--- src/rtl/txe_pkg.sv ---
`default_nettype none
package txe_pkg;

	// ------------------------------------------------------------
	// Sizes
	// ------------------------------------------------------------
	localparam int TXE_CHANNELS = 12;
	localparam int TXE_CH_IDX_W = 4;
	localparam int TXE_ADDR_W = 8;
	localparam int TXE_DATA_W = 32;
	localparam int TXE_FIFO_W = 6;
	localparam int TXE_FIFO_D = 8;
	localparam int TXE_DROP_W = 16;
	localparam int TXE_PRBS_W = 15;
	localparam int TXE_RATE_W = 2;

	// ------------------------------------------------------------
	// Register offsets (byte addresses)
	// ------------------------------------------------------------
	localparam logic [7:0] TXE_OFS_TX_ENABLE = 8'h00;
	localparam logic [7:0] TXE_OFS_RAIL_MODE = 8'h04;
	localparam logic [7:0] TXE_OFS_RATE_SEL = 8'h08;
	localparam logic [7:0] TXE_OFS_PRBS_EN = 8'h0c;
	localparam logic [7:0] TXE_OFS_STATUS = 8'h10;
	localparam logic [7:0] TXE_OFS_MON_SEL = 8'h14;
	localparam logic [7:0] TXE_OFS_MON_DATA = 8'h18;
	localparam logic [7:0] TXE_OFS_DROP_CNT = 8'h1c;

	// ------------------------------------------------------------
	// Field positions and reset values
	// ------------------------------------------------------------
	localparam int TXE_STAT_PIN_BIT = 12;
	localparam int TXE_MON_VALID_BIT = 31;
	localparam logic [11:0] TXE_RST_TX_ENABLE = 12'hfff;
	localparam logic [11:0] TXE_RST_RAIL_MODE = 12'h000;
	localparam logic [23:0] TXE_RST_RATE_SEL = 24'h000000;
	localparam logic [11:0] TXE_RST_PRBS_EN = 12'h000;
	localparam logic [3:0] TXE_RST_MON_SEL = 4'h0;
	localparam logic [14:0] TXE_PRBS_SEED = 15'h7fff;
	localparam logic TXE_RST_PIN_LEVEL = 1'b1;

	// ------------------------------------------------------------
	// Encodings
	// ------------------------------------------------------------
	typedef enum logic [1:0] {
		TXE_RATE_DS3 = 2'h0,
		TXE_RATE_E3 = 2'h1,
		TXE_RATE_STS1 = 2'h2
	} txe_rate_t;

	typedef enum logic [1:0] {
		TXE_SYM_ZERO,
		TXE_SYM_MARK,
		TXE_SYM_VIOL,
		TXE_SYM_BIP
	} txe_sym_t;

endpackage : txe_pkg
`default_nettype wire

--- src/rtl/txe_fifo_if.sv ---
`default_nettype none
interface txe_fifo_if #(parameter int W = txe_pkg::TXE_FIFO_W);
	logic in_valid;
	logic in_ready;
	logic [W-1:0] in_data;
	logic out_valid;
	logic out_ready;
	logic [W-1:0] out_data;

	// Storage side
	modport store (input in_valid, input in_data, input out_ready,
		output in_ready, output out_valid, output out_data);
	// Producer and consumer side
	modport user (output in_valid, output in_data, output out_ready,
		input in_ready, input out_valid, input out_data);
endinterface : txe_fifo_if
`default_nettype wire

--- src/rtl/txe_fifo.sv ---
`default_nettype none
module txe_fifo #(
	parameter int W = txe_pkg::TXE_FIFO_W,
	parameter int DEPTH = txe_pkg::TXE_FIFO_D
) (
	input wire logic clock,
	input wire logic rst,
	input wire logic clock_enable,
	txe_fifo_if.store f
);
	import txe_pkg::*;

	localparam int PTR_W = $clog2(DEPTH);
	localparam int CNT_W = $clog2(DEPTH + 1);
	localparam logic [CNT_W-1:0] FULL_CNT = CNT_W'(DEPTH);

	logic [W-1:0] mem_r [DEPTH];
	logic [PTR_W-1:0] wr_ptr_r;
	logic [PTR_W-1:0] rd_ptr_r;
	logic [CNT_W-1:0] count_r;
	logic [W-1:0] out_data_r;
	logic out_valid_r;
	logic push;
	logic load;

	// ------------------------------------------------------------
	// Handshake
	// ------------------------------------------------------------
	// The output register holds a word too, so it counts toward the depth
	assign f.in_ready = (CNT_W'(count_r + CNT_W'(out_valid_r)) != FULL_CNT);
	assign push = f.in_valid && f.in_ready && clock_enable;
	assign load = (count_r != '0) && (!out_valid_r || f.out_ready) && clock_enable;
	assign f.out_valid = out_valid_r;
	assign f.out_data = out_data_r;

	// Array write
	always_ff @(posedge clock) begin
		if (push) begin
			mem_r[wr_ptr_r] <= f.in_data;
		end
	end

	// Pointers and fill count
	always_ff @(posedge clock) begin
		if (rst) begin
			wr_ptr_r <= '0;
			rd_ptr_r <= '0;
			count_r <= '0;
		end else begin
			if (push) begin
				wr_ptr_r <= PTR_W'(wr_ptr_r + 1'b1);
			end
			if (load) begin
				rd_ptr_r <= PTR_W'(rd_ptr_r + 1'b1);
			end
			if (push && !load) begin
				count_r <= CNT_W'(count_r + 1'b1);
			end else if (load && !push) begin
				count_r <= CNT_W'(count_r - 1'b1);
			end
		end
	end

	// Registered read port, refilled whenever the consumer takes a word and the array still holds one
	always_ff @(posedge clock) begin
		if (rst) begin
			out_valid_r <= 1'b0;
			out_data_r <= '0;
		end else if (clock_enable) begin
			if (load) begin
				out_data_r <= mem_r[rd_ptr_r];
				out_valid_r <= 1'b1;
			end else if (f.out_ready) begin
				out_valid_r <= 1'b0;
			end
		end
	end

endmodule : txe_fifo
`default_nettype wire

--- src/rtl/txe_tx_input_encoder.sv ---
`default_nettype none
module txe_tx_input_encoder (
	input wire logic clock,
	input wire logic rst,
	input wire logic clock_enable,
	input wire logic [txe_pkg::TXE_ADDR_W-1:0] reg_addr,
	input wire logic [txe_pkg::TXE_DATA_W-1:0] reg_wdata,
	input wire logic reg_write,
	input wire logic reg_read,
	output logic [txe_pkg::TXE_DATA_W-1:0] reg_rdata,
	input wire logic transmit_power_enable,
	input wire logic [txe_pkg::TXE_CHANNELS-1:0] channel_transmit_clock,
	input wire logic [txe_pkg::TXE_CHANNELS-1:0] transmit_positive_data,
	input wire logic [txe_pkg::TXE_CHANNELS-1:0] transmit_negative_data,
	output logic [txe_pkg::TXE_CHANNELS-1:0] line_output_positive,
	output logic [txe_pkg::TXE_CHANNELS-1:0] line_output_negative,
	output logic [txe_pkg::TXE_CHANNELS-1:0] line_output_enable_n,
	output logic [txe_pkg::TXE_CHANNELS-1:0] transmitter_powered
);
	import txe_pkg::*;

	// ------------------------------------------------------------
	// Declarations
	// ------------------------------------------------------------
	logic [TXE_CHANNELS-1:0] tx_enable_r;
	logic [TXE_CHANNELS-1:0] rail_dual_r;
	logic [2*TXE_CHANNELS-1:0] rate_sel_r;
	logic [TXE_CHANNELS-1:0] prbs_en_r;
	logic [TXE_CH_IDX_W-1:0] mon_sel_r;
	logic [TXE_DROP_W-1:0] drop_cnt_r;
	logic [TXE_DATA_W-1:0] rdata_r;
	logic pwr_s1_r;
	logic pwr_s2_r;
	logic pwr_s3_r;
	logic pwr_lvl_r;
	logic [TXE_CHANNELS-1:0] powered;
	logic [TXE_CHANNELS-1:0] ch_edge;
	logic [TXE_CHANNELS-1:0] ch_pos;
	logic [TXE_CHANNELS-1:0] ch_neg;
	logic mon_push_r;
	logic [TXE_FIFO_W-1:0] mon_data;
	logic mon_pop;

	txe_fifo_if #(.W(TXE_FIFO_W)) mon_f ();

	// ------------------------------------------------------------
	// Bus and rate decode helpers
	// ------------------------------------------------------------
	function automatic logic addr_hit(input logic [TXE_ADDR_W-1:0] addr, input logic [TXE_ADDR_W-1:0] ofs);
		addr_hit = (addr == ofs);
	endfunction : addr_hit

	function automatic logic uses_hdb3(input logic [TXE_RATE_W-1:0] rate);
		uses_hdb3 = (rate == TXE_RATE_E3);
	endfunction : uses_hdb3

	// ------------------------------------------------------------
	// Global power pin
	// ------------------------------------------------------------
	// Filtered level starts high, matching the internal pull-up
	always_ff @(posedge clock) begin
		if (rst) begin
			pwr_s1_r <= TXE_RST_PIN_LEVEL;
			pwr_s2_r <= TXE_RST_PIN_LEVEL;
			pwr_s3_r <= TXE_RST_PIN_LEVEL;
			pwr_lvl_r <= TXE_RST_PIN_LEVEL;
		end else if (clock_enable) begin
			pwr_s1_r <= transmit_power_enable;
			pwr_s2_r <= pwr_s1_r;
			pwr_s3_r <= pwr_s2_r;
			if (pwr_s2_r == pwr_s3_r) begin
				pwr_lvl_r <= pwr_s3_r;
			end
		end
	end

	// Pin low overrides every channel bit; pin high hands control to software
	assign powered = pwr_lvl_r ? tx_enable_r : '0;
	assign transmitter_powered = powered;

	// ------------------------------------------------------------
	// Control registers
	// ------------------------------------------------------------
	// All channels enabled out of reset so the line comes up driven
	always_ff @(posedge clock) begin
		if (rst) begin
			tx_enable_r <= TXE_RST_TX_ENABLE;
			rail_dual_r <= TXE_RST_RAIL_MODE;
			rate_sel_r <= TXE_RST_RATE_SEL;
			prbs_en_r <= TXE_RST_PRBS_EN;
			mon_sel_r <= TXE_RST_MON_SEL;
		end else if (clock_enable && reg_write) begin
			if (addr_hit(reg_addr, TXE_OFS_TX_ENABLE)) begin
				tx_enable_r <= reg_wdata[TXE_CHANNELS-1:0];
			end
			if (addr_hit(reg_addr, TXE_OFS_RAIL_MODE)) begin
				rail_dual_r <= reg_wdata[TXE_CHANNELS-1:0];
			end
			if (addr_hit(reg_addr, TXE_OFS_RATE_SEL)) begin
				rate_sel_r <= reg_wdata[2*TXE_CHANNELS-1:0];
			end
			if (addr_hit(reg_addr, TXE_OFS_PRBS_EN)) begin
				prbs_en_r <= reg_wdata[TXE_CHANNELS-1:0];
			end
			if (addr_hit(reg_addr, TXE_OFS_MON_SEL)) begin
				mon_sel_r <= reg_wdata[TXE_CH_IDX_W-1:0];
			end
		end
	end

	// Read data stand for exactly the cycle after the strobe
	always_ff @(posedge clock) begin
		if (rst) begin
			rdata_r <= '0;
		end else if (clock_enable) begin
			rdata_r <= '0;
			if (reg_read) begin
				if (addr_hit(reg_addr, TXE_OFS_TX_ENABLE)) begin
					rdata_r <= {20'h00000, tx_enable_r};
				end else if (addr_hit(reg_addr, TXE_OFS_RAIL_MODE)) begin
					rdata_r <= {20'h00000, rail_dual_r};
				end else if (addr_hit(reg_addr, TXE_OFS_RATE_SEL)) begin
					rdata_r <= {8'h00, rate_sel_r};
				end else if (addr_hit(reg_addr, TXE_OFS_PRBS_EN)) begin
					rdata_r <= {20'h00000, prbs_en_r};
				end else if (addr_hit(reg_addr, TXE_OFS_STATUS)) begin
					rdata_r <= {19'h00000, pwr_lvl_r, powered};
				end else if (addr_hit(reg_addr, TXE_OFS_MON_SEL)) begin
					rdata_r <= {28'h0000000, mon_sel_r};
				end else if (addr_hit(reg_addr, TXE_OFS_MON_DATA)) begin
					rdata_r <= mon_f.out_valid ? {1'b1, 25'h0000000, mon_f.out_data} : '0; // Empty reads as zero
				end else if (addr_hit(reg_addr, TXE_OFS_DROP_CNT)) begin
					rdata_r <= {16'h0000, drop_cnt_r};
				end
			end
		end
	end
	assign reg_rdata = rdata_r;

	// ------------------------------------------------------------
	// Per-channel transmit section
	// ------------------------------------------------------------
	genvar ch;
	generate
		for (ch = 0; ch < TXE_CHANNELS; ch++) begin : g_ch
			logic clk_s1_r;
			logic clk_s2_r;
			logic clk_s3_r;
			logic clk_lvl_r;
			logic pos_s1_r;
			logic pos_s2_r;
			logic pos_s3_r;
			logic pos_lvl_r;
			logic neg_s1_r;
			logic neg_s2_r;
			logic neg_s3_r;
			logic neg_lvl_r;
			logic [TXE_PRBS_W-1:0] prbs_r;
			txe_sym_t sr_r [4];
			txe_sym_t sr_nxt [4];
			logic par_r;
			logic par_nxt;
			logic last_pos_r;
			logic pos_out_r;
			logic neg_out_r;
			logic oe_n_r;
			logic edge_hit;
			logic bit_in;
			logic hdb3;

			// Clock and both rails share one sampler so they stay aligned
			always_ff @(posedge clock) begin
				if (rst) begin
					{clk_s1_r, clk_s2_r, clk_s3_r, clk_lvl_r} <= 4'h0;
					{pos_s1_r, pos_s2_r, pos_s3_r, pos_lvl_r} <= 4'h0;
					{neg_s1_r, neg_s2_r, neg_s3_r, neg_lvl_r} <= 4'h0;
				end else if (clock_enable) begin
					clk_s1_r <= channel_transmit_clock[ch];
					clk_s2_r <= clk_s1_r;
					clk_s3_r <= clk_s2_r;
					pos_s1_r <= transmit_positive_data[ch];
					pos_s2_r <= pos_s1_r;
					pos_s3_r <= pos_s2_r;
					neg_s1_r <= transmit_negative_data[ch];
					neg_s2_r <= neg_s1_r;
					neg_s3_r <= neg_s2_r;
					if (clk_s2_r == clk_s3_r) begin
						clk_lvl_r <= clk_s3_r;
					end
					if (pos_s2_r == pos_s3_r) begin
						pos_lvl_r <= pos_s3_r;
					end
					if (neg_s2_r == neg_s3_r) begin
						neg_lvl_r <= neg_s3_r;
					end
				end
			end

			// Rising edge of the filtered clock; rail levels still hold pre-edge values
			assign edge_hit = clock_enable && (clk_s2_r == clk_s3_r) && clk_s3_r && !clk_lvl_r;
			assign hdb3 = uses_hdb3(rate_sel_r[TXE_RATE_W*ch +: TXE_RATE_W]);
			assign bit_in = prbs_en_r[ch] ? prbs_r[TXE_PRBS_W-1] : pos_lvl_r;

			// Pattern source for test, x^15 + x^14 + 1
			always_ff @(posedge clock) begin
				if (rst) begin
					prbs_r <= TXE_PRBS_SEED;
				end else if (edge_hit) begin
					prbs_r <= {prbs_r[TXE_PRBS_W-2:0], prbs_r[14] ^ prbs_r[13]};
				end
			end

			// Zero-run look-ahead: four symbols of delay make room for either code
			always_comb begin
				sr_nxt[3] = sr_r[2];
				sr_nxt[2] = sr_r[1];
				sr_nxt[1] = sr_r[0];
				sr_nxt[0] = bit_in ? TXE_SYM_MARK : TXE_SYM_ZERO;
				par_nxt = bit_in ? !par_r : par_r;
				if (hdb3 && !bit_in && sr_r[0] == TXE_SYM_ZERO && sr_r[1] == TXE_SYM_ZERO
					&& sr_r[2] == TXE_SYM_ZERO) begin
					sr_nxt[0] = TXE_SYM_VIOL;
					sr_nxt[3] = par_r ? TXE_SYM_ZERO : TXE_SYM_BIP;
					par_nxt = 1'b0;
				end else if (!hdb3 && !bit_in && sr_r[0] == TXE_SYM_ZERO && sr_r[1] == TXE_SYM_ZERO) begin
					sr_nxt[0] = TXE_SYM_VIOL;
					sr_nxt[2] = par_r ? TXE_SYM_ZERO : TXE_SYM_BIP;
					par_nxt = 1'b0;
				end
			end

			// Symbol pipeline and substitution parity
			always_ff @(posedge clock) begin
				if (rst) begin
					sr_r <= '{default: TXE_SYM_ZERO};
					par_r <= 1'b0;
				end else if (edge_hit) begin
					sr_r <= sr_nxt;
					par_r <= par_nxt;
				end
			end

			// Line symbol: alternate marks, violations repeat the last polarity
			always_ff @(posedge clock) begin
				if (rst) begin
					pos_out_r <= 1'b0;
					neg_out_r <= 1'b0;
					last_pos_r <= 1'b0;
					oe_n_r <= 1'b1;
				end else if (clock_enable) begin
					oe_n_r <= !powered[ch];
					if (!powered[ch]) begin
						pos_out_r <= 1'b0;
						neg_out_r <= 1'b0;
					end else if (edge_hit && rail_dual_r[ch]) begin
						pos_out_r <= pos_lvl_r;
						neg_out_r <= neg_lvl_r;
					end else if (edge_hit) begin
						// Negative rail unused here; a stray level cannot leak out
						case (sr_r[3])
							TXE_SYM_MARK, TXE_SYM_BIP: begin
								pos_out_r <= !last_pos_r;
								neg_out_r <= last_pos_r;
								last_pos_r <= !last_pos_r;
							end
							TXE_SYM_VIOL: begin
								pos_out_r <= last_pos_r;
								neg_out_r <= !last_pos_r;
							end
							default: begin
								pos_out_r <= 1'b0;
								neg_out_r <= 1'b0;
							end
						endcase
					end
				end
			end

			assign line_output_positive[ch] = pos_out_r;
			assign line_output_negative[ch] = neg_out_r;
			assign line_output_enable_n[ch] = oe_n_r;
			assign ch_edge[ch] = edge_hit;
			assign ch_pos[ch] = pos_out_r;
			assign ch_neg[ch] = neg_out_r;
		end
	endgenerate

	// ------------------------------------------------------------
	// Line monitor buffer
	// ------------------------------------------------------------
	// Push one cycle after the edge, once the output flops hold the symbol
	always_ff @(posedge clock) begin
		if (rst) begin
			mon_push_r <= 1'b0;
		end else if (clock_enable) begin
			mon_push_r <= (mon_sel_r < TXE_CH_IDX_W'(TXE_CHANNELS)) && ch_edge[mon_sel_r];
		end
	end

	assign mon_data = {mon_sel_r, ch_pos[mon_sel_r], ch_neg[mon_sel_r]};
	assign mon_pop = clock_enable && reg_read && addr_hit(reg_addr, TXE_OFS_MON_DATA);
	assign mon_f.in_valid = mon_push_r;
	assign mon_f.in_data = mon_data;
	assign mon_f.out_ready = mon_pop;

	// The line cannot wait, so a full buffer loses symbols and counts them
	always_ff @(posedge clock) begin
		if (rst) begin
			drop_cnt_r <= '0;
		end else if (clock_enable && mon_push_r && !mon_f.in_ready && drop_cnt_r != 16'hffff) begin
			drop_cnt_r <= TXE_DROP_W'(drop_cnt_r + 1'b1);
		end
	end

	txe_fifo #(.W(TXE_FIFO_W), .DEPTH(TXE_FIFO_D)) u_mon_fifo (
		.clock(clock),
		.rst(rst),
		.clock_enable(clock_enable),
		.f(mon_f)
	);

endmodule : txe_tx_input_encoder
`default_nettype wire

--- config.mk ---
export PLATFORM = sky130hd
export DESIGN_NAME = txe_tx_input_encoder
export DESIGN_NICKNAME = d
export VERILOG_FILES = /design/src/rtl/txe_pkg.sv /design/src/rtl/txe_fifo_if.sv /design/src/rtl/txe_fifo.sv /design/src/rtl/txe_tx_input_encoder.sv
export SDC_FILE = /design/constraint.sdc
export NUM_CORES = 1
export LEC_CHECK = 0
export BUFFER_PORTS_ARGS = -buffer_cell sky130_fd_sc_hd__buf_4
export CAP_MARGIN = 20
export CORE_MARGIN = 2
export CORE_UTILIZATION = 40
export CTS_CLUSTER_DIAMETER = 200
export DETAILED_ROUTE_END_ITERATION = 10
export GPL_TIMING_DRIVEN = 0
export MAX_ROUTING_LAYER = met4
export PLACE_DENSITY = 0.53
export SYNTH_ARGS = -nofsm -noshare
export SYNTH_HDL_FRONTEND = slang
export SYNTH_SLANG_ARGS = --single-unit
export TNS_END_PERCENT = 10
--- constraint.sdc ---
create_clock -name clock -period 5 [get_ports clock]
set_input_delay 0.25 -clock clock [delete_from_list [all_inputs] [get_ports clock]]
set_output_delay 0.25 -clock clock [all_outputs]
set_load 0.1 [all_outputs]
==> results.toml <==
[critical_path]
end_kind = "flip-flop"
path_class = "flip-flop to flip-flop"
number_of_stages_on_the_worst_setup_path = 13
worst_setup_path_start_kind = "flip-flop"
worst-r2r-setup-slack_ns = 1.33
most_prevalent_standard_cell_on_the_critical_path = "ha_1"
worst_path_dominant_cell_family = "adder cells"
r2r.worst_path.cells = 13
cp_data_required_time_ns = 5.53
timing.critical_path.slowest_cell_delay_ns = 0.54
crit_slowest_cell = "or4b_1"
worst-endpoint-arrival_ns = 4.20
crit_path_cell_trace = "ha_1 -> ha_1 -> or4b_1 -> o21ai_0 -> a21oi_1 -> ha_1 -> inv_1 -> ha_1 -> a21o_1 -> a21oi_1 -> xnor2_1 -> or3_1 -> a21oi_1"
timing.critical_path.fanout_max = 10
crit_buf_inv = 1

[sta]
final_hold_viol_count = 0
maxClockFrequency_mhz = 272
final_min_period_over_clock_period_pct = 73.5
timing.final.setup_violations = 0
postLayoutSetupSlackWorst_ns = 1.33
timing.final.crit_period_ns = 3.67
finalClockSkew_ns = 0.0236
worst_slew_pin_slew_ns = 1.20
totalNegativeSetupSlack_ns = 0
hold_slack_ns = 0.121
setup_repair_after_global_routing_missed_its_margin = "false"
max_slew_headroom_pct = 20.1
finalMaxSlewViolations = 0

[global_routing]
antenna_violations_before_repair = 4
grt_start_max_net_pins = 14
grt.overflow.total = 0
track_usage_pct = 26.5
via_count_of_the_first_global_routing_pass = 22060
grt_pass1_wl_mm = 137

[clock_tree]
clock_pin_slew_on_the_worst_setup_and_hold_paths_ns = 0.07
cts-buffers-inserted = 73
cts-root-to-sink-buffers = 3
cts_num_sinks = 655
clock_latency_ns = 0.62
post_cts_setup_buffer_count = 0
tritoncts = "built"
ctsRootBufferMaster = "clkbuf_16"
htree_levels = 3

[routing]
detail-route-antenna-nets = 0
detail_route.vias_per_cell = 5.43
drtPass1Iterations = 5
drcViolationCount = 0
route.final.wire_length_mm = 92.1
avgRoutedWirePerCell_um = 21.4
via_count = 23340
detailedRoute.firstIterationViolations = 1808

[floorplan]
fp.coreArea_um2 = 67400
die-area_um2 = 70300
placement_rows = 95
design.portCount = 162
initial_core_util_pct = 40.5
floorplan.die.height_um = 265
chipWidth_um = 265

[power]
p_total_mw = 11.9
power.static_leakage_nw = 13.3
power_density_nw_per_um2 = 362
peakVddDrop_mv = 0.272

[min_path]
worstHoldPathCells = 3
hold_path_class = "input pin to flip-flop"

[yosys]
top_area_cell_type_share_of_the_netlist_area_pct = 44.5
asyncSetResetFlopFracSynth_pct = 0
syn_area_um2 = 27300
synth_sequential_area_ratio_pct = 49.8
yosys.area.top_type = "dfxtp_1"
ys.warnings.count = 0
synth-edff-count = 48
register_bit_count_reported_by_yosys = 655
synth-main-ff-cell = "dfxtp_1"
ys_top_cells_by_area = "dfxtp_1 (45%), nand2_1 (8.2%), nand3b_1 (5.7%)"
syn_inst = 3065
post_synth_num_cell_types = 73
postSynthAreaPerCell_um2 = 8.90

[flow_run]
max_cap_violations = 0

[place]
place.gp.congestion = 0.930
detailedPlacementHpwl_mm = 66.6
io_buffer_count = 146
detailedPlace.worstSlack_ns = 1.24

[layout]
layout_commonest_cell = "dfxtp_1"
final_layout_size_suffix_gt1_share_pct = 11.9
finalNetCount = 3456
area_delta_synth_final_pct = 20.1
most_frequent_cells_in_the_layout = "dfxtp_1 (607), nand2_1 (593), nor2_1 (389)"

[status]
outcome = "complete, no violations"
==> final timing paths <==
kind	start	endpoint
min reg2reg	g_ch[4].neg_s3_r	g_ch[4].neg_lvl_r
max reg2reg	u_mon_fifo.f.out_valid	u_mon_fifo.count_r[3]
max	u_mon_fifo.f.out_valid	u_mon_fifo.count_r[3]
min	reg_addr[4]	reg_rdata[2]
==> cells by family (layout without fill, tap and decap cells) <==
logic type,Yosys count,after routing,synth area share (%)
simple gates,1438,1438,25.1
flops,655,655,49.8
compound gates,484,484,11.2
buf+inv,256,606,4.33
mux,191,191,8.15
xor+xnor,31,31,0.995
fa+ha+maj,9,9,0.440
other cells,1,13,0.0137
==> state kept, by name (all words and copies together), names as in the netlist, 16 cells and up <==
name              flops
g_ch.prbs_r         180
g_ch.sr_r            72
u_mon_fifo.mem_r     48
reg_rdata            25
g_ch.sr_nxt          24
rate_sel_r           24
drop_cnt_r           16
==> metal layers <==
metal,global-route usage [%],vias to the layer above,part of all wire (%)
met5,-,-,0
met4,9.88,0,3.7
met3,4.25,160,5.8
met2,41.0,668,45
met1,35.0,11379,45
li1,-,11133,-
==> per-stage QoR <==
stage,util [%],std cells,area (µm²)
global placement,43.8,4090,29500
global route,48.6,4298,32800
floorplan,-,3071,27300
detailed placement,43.9,4096,29600
CTS,48.5,4289,32700
finish,48.6,4300,32800
==> final cells by class <==
class                   count  area, µm²
inverters                  17       63.8
clock inverters            28        362
plain buffers             239       1120
flip-flops and latches    655      13600
repair buffers            219       1860
fillers                  6367      34600
diodes                      6       15.0
clock buffers             103       2120
multi-input cells        2160      12500
well taps                 873       1090
==> where the power goes <==
group	internal [mW]	switching, mW
Sequential	5.35	0.0734
Clock	3.37	2.22
Combinational	0.327	0.534
Total	9.05	2.83
==> synthesized netlist by cell type, drive strengths merged (16+ instances only) <==
master,number
a211o,26
a21o,32
a21oi,174
a22oi,37
buf,83
clkbuf,156
dfxtp,607
edfxtp,48
inv,16
mux2,19
mux2i,149
mux4,23
nand2,594
nand2b,20
nand3,31
nand3b,206
nor2,390
nor2b,32
nor3,55
o211ai,18
o21ai,126
xnor2,17
==> worst reg2reg max path: cells and delay by family, from the launching register on <==
kind | cells | cell delay [ns]
DFF | 1 | 0.50
buffers and inverters | 1 | 0.13
xor gates and xnor gates | 1 | 0.10
AOI/OAI and AO/OA | 5 | 0.93
and+or+nand+nor | 2 | 0.87
adders and majority gates | 4 | 1.06
==> timing repair <==
item                      in CTS  in global routing
gates resized for setup        0                  0
hold buffers                  62                  1
hold endpoints to repair     102                  1
Note: power is estimated with default switching activity, not from simulation.
